==> src/hdl/codec_pkg.sv <==
/*
 * shared constants and types for the companding sample codec.
 * assumes linear samples are 14-bit two's complement in normalized units.
 */
package codec_pkg;

	// ------------------------------------------------------------
	// widths and depths
	// ------------------------------------------------------------
	localparam int LIN_W      = 14;
	localparam int CHR_W      = 8;
	localparam int FIFO_DEPTH = 4;

	// ------------------------------------------------------------
	// law selection
	// ------------------------------------------------------------
	typedef enum logic {
		LAW_A  = 1'b0,
		LAW_MU = 1'b1
	} law_e;

	// ------------------------------------------------------------
	// character layout and scale end points
	// ------------------------------------------------------------
	localparam int                SIGN_POS       = 7;
	localparam logic [CHR_W-1:0]  ALAW_EVEN_INV  = 8'h55;
	localparam logic [LIN_W-1:0]  ALAW_FULL      = 14'h1000;
	localparam logic [LIN_W-1:0]  ALAW_MAX_MAG   = 14'h0fff;
	localparam logic [LIN_W-1:0]  MULAW_FULL     = 14'h1fdf;
	localparam logic [LIN_W-1:0]  MULAW_MAX_MAG  = 14'h1fde;
	localparam logic [LIN_W-1:0]  MULAW_BIAS     = 14'h0021;
	localparam logic [3:0]        ALAW_SEG_MSB   = 4'h4;
	localparam logic [3:0]        MULAW_SEG_MSB  = 4'h5;
	localparam logic [LIN_W-1:0]  SEG_LEAD       = 14'h0010;

	// ------------------------------------------------------------
	// reset value of control state
	// ------------------------------------------------------------
	localparam logic              RST_LEVEL      = 1'b0;

endpackage : codec_pkg

==> src/hdl/stream_if.sv <==
/*
 * valid/ready word stream between the codec's own modules.
 * assumes both ends share one clock.
 */
`timescale 1ns/100ps
`default_nettype none

interface stream_if #(
	parameter int W = 8
);
	logic         valid;
	logic         ready;
	logic [W-1:0] data;

	modport src (output valid, output data, input ready);
	modport snk (input valid, input data, output ready);
endinterface : stream_if

`default_nettype wire

==> src/hdl/char_fifo.sv <==
/*
 * shift-register fifo; the head always sits in slot 0 so it leaves a flop.
 * assumes a synchronous active-high reset and one clock.
 */
`timescale 1ns/100ps
`default_nettype none

module char_fifo #(
	parameter int W     = 8,
	parameter int DEPTH = 4
) (
	// clock and reset
	input  wire logic ref_clk,
	input  wire logic rst,
	// fill and drain sides
	stream_if.snk     fill,
	stream_if.src     drain
);
	import codec_pkg::*;

	typedef struct packed {
		logic [DEPTH-1:0]        vld;
		logic [DEPTH-1:0][W-1:0] mem;
	} fifo_s;

	fifo_s q_ff;
	fifo_s nxt_q;
	logic  done;

	// ------------------------------------------------------------
	// ports from flops
	// ------------------------------------------------------------
	// full while popping still refuses; costs a slot, saves a comb path
	assign fill.ready  = ~q_ff.vld[DEPTH-1];
	assign drain.valid = q_ff.vld[0];
	assign drain.data  = q_ff.mem[0];

	// ------------------------------------------------------------
	// next state
	// ------------------------------------------------------------
	always_comb begin
		done  = 1'b0;
		nxt_q = q_ff;
		if (q_ff.vld[0] && drain.ready) begin
			for (int i = 0; i < DEPTH - 1; i++) begin
				nxt_q.mem[i] = q_ff.mem[i+1];
				nxt_q.vld[i] = q_ff.vld[i+1];
			end
			nxt_q.vld[DEPTH-1] = 1'b0;
		end
		if (fill.valid && ~q_ff.vld[DEPTH-1]) begin
			for (int i = 0; i < DEPTH; i++) begin
				if (!nxt_q.vld[i] && !done) begin
					nxt_q.mem[i] = fill.data;
					nxt_q.vld[i] = 1'b1;
					done         = 1'b1;
				end
			end
		end
	end

	always_ff @(posedge ref_clk) begin
		if (rst) begin
			q_ff <= '0;
		end else begin
			q_ff <= nxt_q;
		end
	end

endmodule : char_fifo

`default_nettype wire

==> src/hdl/companding_sample_codec.sv <==
/*
 * companding encoder and decoder, a-law or mu-law, between linear samples
 * and 8-bit characters; encoded characters queue in a small fifo.
 * assumes samples arrive synchronous to ref_clk and law_mu_sel is a level
 * set by the surrounding configuration logic.
 */
`timescale 1ns/100ps
`default_nettype none

// Overview of operation
// a-law characters have even bit positions complemented; decode undoes it.
// positive a-law input in interval n gives raw code 128 plus n.
// a-law decode returns the midpoint of interval n, n zero to 127.
// a-law magnitude scale ends at 4096 units.
// top character bit is 0 for negative samples, 1 for positive.
// positive mu-law input in interval n gives code 255 minus n.
// mu-law decode gives zero for interval 0, midpoints above.
// mu-law magnitude scale ends at 8159 units, top boundary virtual.
// mu-law uses eight segments; first 1x1 plus 15x2, then doubling sizes.
// selected law applies consistently to each character in both directions.
module companding_sample_codec (
	// clock and reset
	input  wire logic                          ref_clk,
	input  wire logic                          rst,
	// configuration
	input  wire logic                          law_mu_sel,
	// linear samples to encode
	input  wire logic                          lin_in_valid,
	input  wire logic [codec_pkg::LIN_W-1:0]   lin_in_data,
	output logic                               lin_in_ready,
	// encoded characters out
	output logic                               chr_out_valid,
	output logic [codec_pkg::CHR_W-1:0]        chr_out_data,
	input  wire logic                          chr_out_ready,
	// characters to decode
	input  wire logic                          chr_in_valid,
	input  wire logic [codec_pkg::CHR_W-1:0]   chr_in_data,
	output logic                               chr_in_ready,
	// decoded linear samples out
	output logic                               lin_out_valid,
	output logic [codec_pkg::LIN_W-1:0]        lin_out_data,
	input  wire logic                          lin_out_ready
);
	import codec_pkg::*;

	typedef struct packed {
		logic             enc_rdy;
		logic             stg_vld;
		logic [CHR_W-1:0] stg_code;
		logic             dec_rdy;
		logic             out_vld;
		logic [LIN_W-1:0] out_lin;
	} state_s;

	state_s st_ff;
	state_s nxt_st;

	stream_if #(.W(CHR_W)) enc_q_in ();
	stream_if #(.W(CHR_W)) enc_q_out ();

	// ------------------------------------------------------------
	// helpers
	// ------------------------------------------------------------
	function automatic logic [LIN_W-1:0] mag_of(input logic [LIN_W-1:0] x,
			input logic [LIN_W-1:0] lim);
		logic [LIN_W-1:0] a;
		a = x[LIN_W-1] ? LIN_W'(-x) : x;
		return (a > lim) ? lim : a;
	endfunction : mag_of

	function automatic logic [3:0] msb_pos(input logic [LIN_W-1:0] v);
		logic [3:0] p;
		p = 4'h0;
		for (int i = 0; i < LIN_W; i++) begin
			if (v[i]) begin
				p = 4'(i);
			end
		end
		return p;
	endfunction : msb_pos

	// sign from input msb
	// clamp to scale end
	// raw code 128 plus n
	// even bits inverted
	function automatic logic [CHR_W-1:0] alaw_enc(input logic [LIN_W-1:0] x);
		logic [LIN_W-1:0] m;
		logic [3:0]       p;
		logic [2:0]       seg;
		logic [3:0]       sh;
		m   = mag_of(x, ALAW_MAX_MAG);
		p   = msb_pos(m);
		seg = (p <= ALAW_SEG_MSB) ? 3'h0 : 3'(p - ALAW_SEG_MSB);
		sh  = (seg == 3'h0) ? 4'h1 : {1'b0, seg};
		return {~x[LIN_W-1], seg, 4'(m >> sh)} ^ ALAW_EVEN_INV;
	endfunction : alaw_enc

	// clamp below virtual top
	// bias puts segment edges on powers of two
	// code 255 minus n
	function automatic logic [CHR_W-1:0] mulaw_enc(input logic [LIN_W-1:0] x);
		logic [LIN_W-1:0] v;
		logic [2:0]       seg;
		v   = mag_of(x, MULAW_MAX_MAG) + MULAW_BIAS;
		seg = 3'(msb_pos(v) - MULAW_SEG_MSB);
		// shift amount widened; a 3-bit sum wraps in the top segment
		return {~x[LIN_W-1], ~seg, ~4'(v >> ({1'b0, seg} + 4'h1))};
	endfunction : mulaw_enc

	// complement removed first
	// midpoint of bounding decisions
	function automatic logic [LIN_W-1:0] alaw_dec(input logic [CHR_W-1:0] c);
		logic [CHR_W-1:0] r;
		logic [2:0]       seg;
		logic [3:0]       sh;
		logic [LIN_W-1:0] y;
		r   = c ^ ALAW_EVEN_INV;
		seg = r[6:4];
		sh  = (seg == 3'h0) ? 4'h1 : {1'b0, seg};
		y   = (LIN_W'({(seg != 3'h0), r[3:0]}) << sh) + (14'h0001 << (sh - 4'h1));
		return r[SIGN_POS] ? y : LIN_W'(-y);
	endfunction : alaw_dec

	// interval 0 exact zero
	function automatic logic [LIN_W-1:0] mulaw_dec(input logic [CHR_W-1:0] c);
		logic [6:0]       n;
		logic [LIN_W-1:0] y;
		n = ~c[6:0];
		y = LIN_W'((SEG_LEAD + n[3:0]) << ({1'b0, n[6:4]} + 4'h1)) - MULAW_BIAS
			+ LIN_W'(14'h0001 << n[6:4]);
		if (n == 7'h00) begin
			y = '0;
		end
		return c[SIGN_POS] ? y : LIN_W'(-y);
	endfunction : mulaw_dec

	// ------------------------------------------------------------
	// next state
	// ------------------------------------------------------------
	always_comb begin
		nxt_st = st_ff;
		if (st_ff.stg_vld && enc_q_in.ready) begin
			nxt_st.stg_vld = 1'b0;
		end
		// law sampled with each sample
		if (lin_in_valid && st_ff.enc_rdy) begin
			nxt_st.stg_vld  = 1'b1;
			nxt_st.stg_code = (law_e'(law_mu_sel) == LAW_MU) ? mulaw_enc(lin_in_data)
				: alaw_enc(lin_in_data);
		end
		// one sample every other cycle at most; voice rates never notice
		nxt_st.enc_rdy = ~nxt_st.stg_vld;
		if (st_ff.out_vld && lin_out_ready) begin
			nxt_st.out_vld = 1'b0;
		end
		// law sampled with each character
		if (chr_in_valid && st_ff.dec_rdy) begin
			nxt_st.out_vld = 1'b1;
			nxt_st.out_lin = (law_e'(law_mu_sel) == LAW_MU) ? mulaw_dec(chr_in_data)
				: alaw_dec(chr_in_data);
		end
		nxt_st.dec_rdy = ~nxt_st.out_vld;
	end

	always_ff @(posedge ref_clk) begin
		if (rst) begin
			st_ff <= {$bits(state_s){RST_LEVEL}};
		end else begin
			st_ff <= nxt_st;
		end
	end

	// ------------------------------------------------------------
	// queue and ports
	// ------------------------------------------------------------
	assign enc_q_in.valid  = st_ff.stg_vld;
	assign enc_q_in.data   = st_ff.stg_code;
	assign enc_q_out.ready = chr_out_ready;

	char_fifo #(.W(CHR_W), .DEPTH(FIFO_DEPTH)) u_fifo (
		.ref_clk (ref_clk),
		.rst     (rst),
		.fill    (enc_q_in),
		.drain   (enc_q_out)
	);

	assign lin_in_ready  = st_ff.enc_rdy;
	assign chr_out_valid = enc_q_out.valid;
	assign chr_out_data  = enc_q_out.data;
	assign chr_in_ready  = st_ff.dec_rdy;
	assign lin_out_valid = st_ff.out_vld;
	assign lin_out_data  = st_ff.out_lin;

	logic acc_e;
	logic acc_d;
	assign acc_e = lin_in_valid && st_ff.enc_rdy;
	assign acc_d = chr_in_valid && st_ff.dec_rdy;
endmodule : companding_sample_codec

`default_nettype wire

==> config.mk <==
export PLATFORM = sky130hd
export DESIGN_NAME = companding_sample_codec
export DESIGN_NICKNAME = d
export VERILOG_FILES = /design/src/hdl/codec_pkg.sv /design/src/hdl/stream_if.sv /design/src/hdl/char_fifo.sv /design/src/hdl/companding_sample_codec.sv
export SDC_FILE = /design/constraint.sdc
export NUM_CORES = 1
export LEC_CHECK = 0
export BUFFER_PORTS_ARGS = -buffer_cell sky130_fd_sc_hd__buf_2
export CORE_AREA = 5 5 147 121
export DETAILED_ROUTE_END_ITERATION = 7
export DIE_AREA = 0 0 152 126
export PLACE_DENSITY_LB_ADDON = 0.25
export SLEW_MARGIN = 20
export SYNTH_ARGS = -nofsm -noshare
export SYNTH_HDL_FRONTEND = slang
export SYNTH_SLANG_ARGS = --single-unit
==> constraint.sdc <==
create_clock -name ref_clk -period 4.8 [get_ports ref_clk]
set_input_delay 0.24 -clock ref_clk [delete_from_list [all_inputs] [get_ports ref_clk]]
set_output_delay 0.24 -clock ref_clk [all_outputs]
set_load 0.03 [all_outputs]
# Word level (Yosys, flattened, before mapping)
# Cells that the tools add are included.
[word_totals]
output_inout_bits = 26
input_bits = 29
ff_bits = 62
elab_cells = 121
[op_classes]
muxes = 60
shift = 6
order_cmp = 3
n_reduce_logical = 19
add_sub_neg = 13
n_bitwise = 9
[ops]
columns = ["operator", "n"]
rows = [
  ["14-bit 2-to-1 mux", 8],
  ["4-bit 2-to-1 mux", 14],
  ["3-bit 2-to-1 mux", 15],
  ["14-bit negation", 3],
  ["36-bit 2-to-1 mux", 1],
  ["8-bit 2-to-1 mux", 4],
  ["14-bit adder", 2],
  ["24-bit 2-to-1 mux", 1],
  ["15-bit 2-to-1 mux", 1],
  ["14-bit by 6-bit adder with 14-bit output, second input constant", 1],
  ["14-bit by 12-bit greater-than comparator with 1-bit output, second input constant", 1],
  ["14-bit by 13-bit greater-than comparator with 1-bit output, second input constant", 1],
  ["1-bit by 3-bit << shifter with 14-bit output, first input constant", 1],
  ["1-bit by 4-bit << shifter with 14-bit output, first input constant", 1],
  ["5-bit by 3-bit << shifter with 14-bit output", 1],
  ["6-bit by 4-bit << shifter with 14-bit output", 1],
  ["14-bit by 3-bit >> shifter with 4-bit output", 1],
  ["14-bit by 4-bit >> shifter with 4-bit output", 1],
  ["14-bit by 6-bit subtractor with 14-bit output, second input constant", 1],
  ["1-bit 2-to-1 mux", 13],
  ["4-bit NOT", 3],
  ["9-bit 2-to-1 mux", 1],
  ["3-bit by 1-bit adder with 4-bit output, second input constant", 2],
  ["1-bit logical AND", 8],
  ["14 further kinds", 24],
]

# Logic depth before layout (Yosys ltp)
[depth]
word_depth = 27
depth_mapped = 24
depth_no_buf = 22

# Modules after synthesis
# Synthesis repeated with hierarchy kept, for this count alone.
[unflattened]
cells_unflattened = 1007
area_unflattened_um2 = 7260.7
[modules_own_cells]
columns = ["mod", "instances", "cells_each", "area_per_inst_um2", "seq_area_each_um2"]
rows = [
  ["companding_sample_codec", 1, 802, 5460.2, 520.5],
  ["char_fifo", 1, 205, 1800.5, 720.7],
]

# Worst setup path after synthesis
# No wires, ideal clock.
[synth_path]
path_type = "input -> register"
from = "input port lin_in_data[2] (netlist bit)"
to = "register st_ff, in the netlist enc_q_in.data[3]"
arrival_time_ps = 4905
setup_ps = 116
path_slack_ps = -221
path_buffers = 2
required_time_ps = 4684
stages = 19
path_cell_list = "buf_4 o31ai_1 xor2_1 or4_4 a2111oi_4 a21o_1 nor2_1 ha_1 nand4b_1 nand2_1 or3_1 o2111ai_2 o211ai_1 o21a_4 inv_6 ha_1 clkbuf_1 or3_1 o211a_1"
[synth_between]
elab_chain_cells = 24
elab_cells_between_ends = 46
classes_between = "add/sub: 5; order compare: 3; shift: 2; mux: 34; bitwise: 1; reduce/logical: 1"
[synth_rtl]
columns = ["item", "line_no", "source"]
rows = [
  ["from (decl)", "companding_sample_codec.sv:29", "input wire logic [codec_pkg::LIN_W-1:0] lin_in_data,"],
  ["14-bit negation", "companding_sample_codec.sv:67", "a = x[LIN_W-1] ? LIN_W'(-x) : x;"],
  ["14-bit 2-to-1 mux *", "companding_sample_codec.sv:67", ""],
  ["14-bit by 13-bit greater-than comparator with 1-bit output / 14-bit by 12-bit greater-than comparator with 1-bit output (equally long branches)", "companding_sample_codec.sv:68", "return (a > lim) ? lim : a;"],
  ["14-bit 2-to-1 mux", "companding_sample_codec.sv:68", ""],
  ["14-bit by 6-bit adder with 14-bit output / 1-bit 2-to-1 mux (equally long branches)", "companding_sample_codec.sv:104, companding_sample_codec.sv:75", ""],
  ["1-bit 2-to-1 mux / 4-bit 2-to-1 mux (equally long branches)", "companding_sample_codec.sv:75", "if (v[i]) begin"],
  ["2-bit 2-to-1 mux / 4-bit 2-to-1 mux (equally long branches)", "companding_sample_codec.sv:75", ""],
  ["3-bit 2-to-1 mux / 4-bit 2-to-1 mux (equally long branches) (10 in a row)", "companding_sample_codec.sv:75", ""],
  ["3-bit 2-to-1 mux / 4-bit 2-to-1 mux (equally long branches)", "companding_sample_codec.sv:75, companding_sample_codec.sv:146", ""],
  ["3-bit 2-to-1 mux (tied with other cells)", "companding_sample_codec.sv:146", "if (lin_in_valid && st_ff.enc_rdy) begin"],
  ["3-bit subtractor / 3-bit 2-to-1 mux (equally long branches)", "companding_sample_codec.sv:105, companding_sample_codec.sv:93", ""],
  ["3-bit by 1-bit adder with 4-bit output / 3-bit logical NOT (equally long branches)", "companding_sample_codec.sv:107, companding_sample_codec.sv:94", ""],
  ["14-bit by 4-bit >> shifter with 4-bit output / 3-bit 2-to-1 mux (equally long branches)", "companding_sample_codec.sv:107, companding_sample_codec.sv:94", ""],
  ["4-bit NOT / 14-bit by 3-bit >> shifter with 4-bit output (equally long branches)", "companding_sample_codec.sv:107, companding_sample_codec.sv:95", ""],
  ["7-bit 2-to-1 mux *", "companding_sample_codec.sv:148", "nxt_st.stg_code = (law_e'(law_mu_sel) == LAW_MU) ? mulaw_enc(lin_in_data)"],
  ["to (signal assigned)", "companding_sample_codec.sv:167", "st_ff <= {$bits(state_s){RST_LEVEL}};"],
  ["to (signal assigned)", "companding_sample_codec.sv:169", "st_ff <= nxt_st;"],
  ["to (decl)", "companding_sample_codec.sv:55", "state_s st_ff;"],
]
# Every way passes the cells marked *; elsewhere a longest branch is shown, timed or not. The select of a mux whose other input is x is not followed.
# A chain may end at the register's enable or synchronous reset.

# Worst setup path after layout
[layout_path]
from = "input port lin_in_data[1] (netlist bit)"
to = "register st_ff, in the netlist enc_q_in.data[1]"
# The elaborated chain is that of the path after synthesis.

==> metrics <==
share of power burned in combinational logic=48.1%; total area of sequential cells=1240 um2; Port Buffer Count=54; fin crit share=92.1%; Post-synth top flop=sky130_fd_sc_hd__dfxtp_1; ordered cell list for the critical path=buf_2 -> inv_1 -> ha_1 -> nor2b_2 -> o32a_1 -> or4_4 -> a2111oi_4 -> a21oi_1 -> nand2_1 -> ha_2 -> nand4b_1 -> nand2_2 -> xnor2_1 -> o31ai_1 -> a221oi_2 -> o21a_4 -> inv_6 -> ha_4 -> o21ai_0 -> a31oi_1 -> o21a_1 -> o221ai_2; Crit. End Element=flop; class of the worst hold path=primary input to flop; total area of multi-input combinational cells=5450 um2; initial standard-cell utilization of the core=43.9%; number of cells produced by synthesis=1001; result of the run=complete, no violations; async set-or-reset flop fraction in the synthesized netlist=0%; GR Util All Layers=19.5%; portion of the post-synthesis area used by sequential elements=17.5%; average vias per placed instance=5.67; pre-CTS setup slack=-0.0402 ns; fraction of synthesized cell area taken by the top area cell type=17.5%; average cell area after synthesis=7.10 um2; post-route antenna net violation count=0; netlist area before placement=7100 um2; highest routing layer actually used=met4; largest fanout on the critical path=8; horizontal extent of the die=152 um; highest achievable clock rate=226 MHz; final number of hold-violating endpoints=0; Max stage delay on crit path=0.45 ns; Worst EP required=5.01 ns; clock root cell=sky130_fd_sc_hd__clkbuf_16; placed cell area=7870 um2; iteration count of the initial detailed-routing pass=5; cell type contributing the most total cell area after synthesis=sky130_fd_sc_hd__dfxtp_1; non-filler instance count after layout=1288; number of enable flip-flop cells after synthesis=0; Clock Power Share=26.4%; number of synthesized register bits=62; commonest non-fill, non-tap cell in the layout=sky130_fd_sc_hd__nand2_1; Layout Cell Area excl Fill=8160 um2; maximum number of pins on one net before global-route repair=41; die height=126 um; Placeable Area=16200 um2; transition time of the tightest slew-check pin=1.08 ns; post-route met1 wirelength=10200 um; Finish-stage setup viols=0; Tmin final=4.42 ns; met3 layer wire length in the routed design=1210 um; setup repair after global routing missed its margin=false; global-route wire length before repair=32200 um; share of power burned in registers=25.5%; violation count after the first detailed-routing iteration=588; H-Tree Level Count=3; final RePlAce weighted congestion=0.894; diodes inserted=0; highest ir drop seen on vdd=0.000134 V; net switching share of the total power=39.4%; Filler Cells Inserted=1658; Pins Over Slew Limit=0; worst path arrival time=4.63 ns; floorplan die area=19200 um2; met2 WL=7500 um; Area Growth Syn to Fin=14.8%; fraction of layout cells with a size suffix above 1=16.9%; crit path max-delay cell type=sky130_fd_sc_hd__or4_4; startpoint type of the worst setup path=primary input; number of placement rows=42; switching component of the power=860 uW; Worst Setup Path Type=primary input to flop; DRC violation count after routing=0; Static Leakage=0.00344 uW; count of clock tree sinks=62; vias in the first global route=6354; nets@finish=1138; Synth warnings=0; Final Worst Setup Slack=0.380 ns; synth top area cells=sky130_fd_sc_hd__dfxtp_1 17%, sky130_fd_sc_hd__ha_1 7.8%, sky130_fd_sc_hd__nand2_1 7.0%, sky130_fd_sc_hd__nor2_1 5.9%, sky130_fd_sc_hd__a21oi_1 5.0%; total overflow reported by the global router=0; clock tree buffer depth=2; Hold WS=0.204 ns; number of maximum-capacitance violations=0; total power per unit cell area=267 nW/um2; CTS tree=done; placed insts=1272; number of antenna violations at the first check in global routing=0; clock buffers created by TritonCTS=9; final wirelength=19100 um; Via Count=7309; I/O pin count=55; Routed wire per std cell=14.8 um; CTS clock-pin slew for the worst setup and hold paths=0.05 ns; clock insertion delay at the later pin of the skew report=0.33 ns; top library cells by usage in the layout, fill and taps aside=131 x sky130_fd_sc_hd__nand2_1, 112 x sky130_fd_sc_hd__nor2_1, 71 x sky130_fd_sc_hd__a21oi_1; detailed placement HPWL=14800 um; Cell Int Power=1320 uW; unique cell type count in the Yosys netlist=90; setup clock skew after layout=0.00762 ns; power after layout=2180 uW; total of hold buffers inserted after clock tree synthesis=0; Slew headroom=28.3%
## final cells by class
class	instances	area share [%]
clock buffer	10	2.81
clock inverter	6	0.476
inverter	49	2.32
sequential	62	15.2
multi-input combinational	826	66.9
tap	220	3.38
timing repair buffer	115	8.93
## worst paths after layout
check / startpoint / to / slack, ns / cells after the start
worst min register to register: lin_out_data[7] / lin_out_data[7] / 0.45 / 2
worst min-delay path: lin_out_ready / lin_out_valid / 0.20 / 4
worst max register to register: u_fifo.drain.valid / u_fifo.q_ff[19] / 2.26 / 8
worst max-delay path: lin_in_data[1] / enc_q_in.data[1] / 0.38 / 22
## layer usage
layer	vias to the layer above	track usage, %
met3	16	3.09
met5	-	0
met2	224	27.5
met4	0	3.86
li1	3735	-
met1	3334	31.0
## through the flow
stage	util [%]	setup TNS, ns
final	50.4	0
after global routing	50.4	0
after CTS	50.3	0
after detailed placement	48.6	-0.0514
after global placement	48.6	0
after floorplan	-	0
## flip-flops by register name, indices dropped and copies added, names as in the netlist
register / cells
u_fifo.q_ff: 27
lin_out_data: 14
enc_q_in.data: 8
u_fifo.drain.data: 8
chr_in_ready: 1
enc_q_in.valid: 1
lin_in_ready: 1
lin_out_valid: 1
u_fifo.drain.valid: 1
## worst max-delay path: cells and delay by family
family | cells | cell delay (ns)
AO/OA/AOI/OAI | 10 | 2.14
XOR/XNOR | 1 | 0.18
buffers and inverters | 3 | 0.22
AND/OR/NAND/NOR | 5 | 1.08
adder cells (fa/ha/maj) | 3 | 0.76
## logic make-up (layout without fill, tap and decap cells)
| family | count (synthesis) | after routing | synth area share [%] |
|---|---|---|---|
| flip-flops | 62 | 62 | 17.5 |
| buffers and inverters | 117 | 180 | 7.19 |
| other | 1 | 5 | 0.0528 |
| AO/OA/AOI/OAI | 272 | 272 | 27.0 |
| multiplexers | 44 | 44 | 6.73 |
| XOR/XNOR | 43 | 43 | 5.72 |
| adder cells (fa/ha/maj) | 46 | 46 | 8.31 |
| AND/OR/NAND/NOR | 416 | 416 | 27.5 |
## synthesized netlist by cell type, types with 4 or more instances
cell type / instances
sky130_fd_sc_hd__nand2b_1: 14
sky130_fd_sc_hd__a22oi_1: 5
sky130_fd_sc_hd__and3_1: 4
sky130_fd_sc_hd__or2_2: 4
sky130_fd_sc_hd__nand2_1: 133
sky130_fd_sc_hd__a311oi_1: 21
sky130_fd_sc_hd__ha_1: 44
sky130_fd_sc_hd__and2_1: 12
sky130_fd_sc_hd__dfxtp_1: 62
sky130_fd_sc_hd__o311ai_0: 4
sky130_fd_sc_hd__a21o_1: 12
sky130_fd_sc_hd__nor2_1: 112
sky130_fd_sc_hd__buf_2: 5
sky130_fd_sc_hd__a211oi_1: 13
sky130_fd_sc_hd__inv_1: 46
sky130_fd_sc_hd__nand3_1: 46
sky130_fd_sc_hd__or3_1: 15
sky130_fd_sc_hd__xor2_1: 11
sky130_fd_sc_hd__a2111oi_0: 5
sky130_fd_sc_hd__nand4_1: 4
sky130_fd_sc_hd__nor2b_1: 14
sky130_fd_sc_hd__a21oi_1: 71
sky130_fd_sc_hd__a31oi_1: 15
sky130_fd_sc_hd__o31ai_1: 4
sky130_fd_sc_hd__nor4_1: 5
sky130_fd_sc_hd__o21ai_0: 45
sky130_fd_sc_hd__o221ai_1: 4
sky130_fd_sc_hd__buf_4: 10
sky130_fd_sc_hd__nor3_1: 25
sky130_fd_sc_hd__o22ai_1: 5
sky130_fd_sc_hd__o2111ai_1: 4
sky130_fd_sc_hd__o21a_1: 6
sky130_fd_sc_hd__xnor2_1: 28
sky130_fd_sc_hd__clkbuf_1: 48
sky130_fd_sc_hd__o211ai_1: 6
sky130_fd_sc_hd__o21bai_1: 6
sky130_fd_sc_hd__mux2i_1: 32
sky130_fd_sc_hd__mux2_2: 8
sky130_fd_sc_hd__o21ai_1: 8
sky130_fd_sc_hd__or4_1: 7
## power by group through the flow
stage	registers, uW	logic, uW	clock network [uW]
final	556	1050	575
after global routing	560	1160	610
after CTS	556	1030	585
after detailed placement	567	1020	0
after global placement	567	1020	0
after floorplan	584	746	0
## what timing repair did
| action | in CTS | in global routing |
|---|---|---|
| hold endpoints to repair | 0 | 0 |
| gates resized for setup | 0 | 2 |
| setup endpoints to repair | 0 | 2 |
| setup buffers | 0 | 0 |
Power figures use the tool's default switching activity.
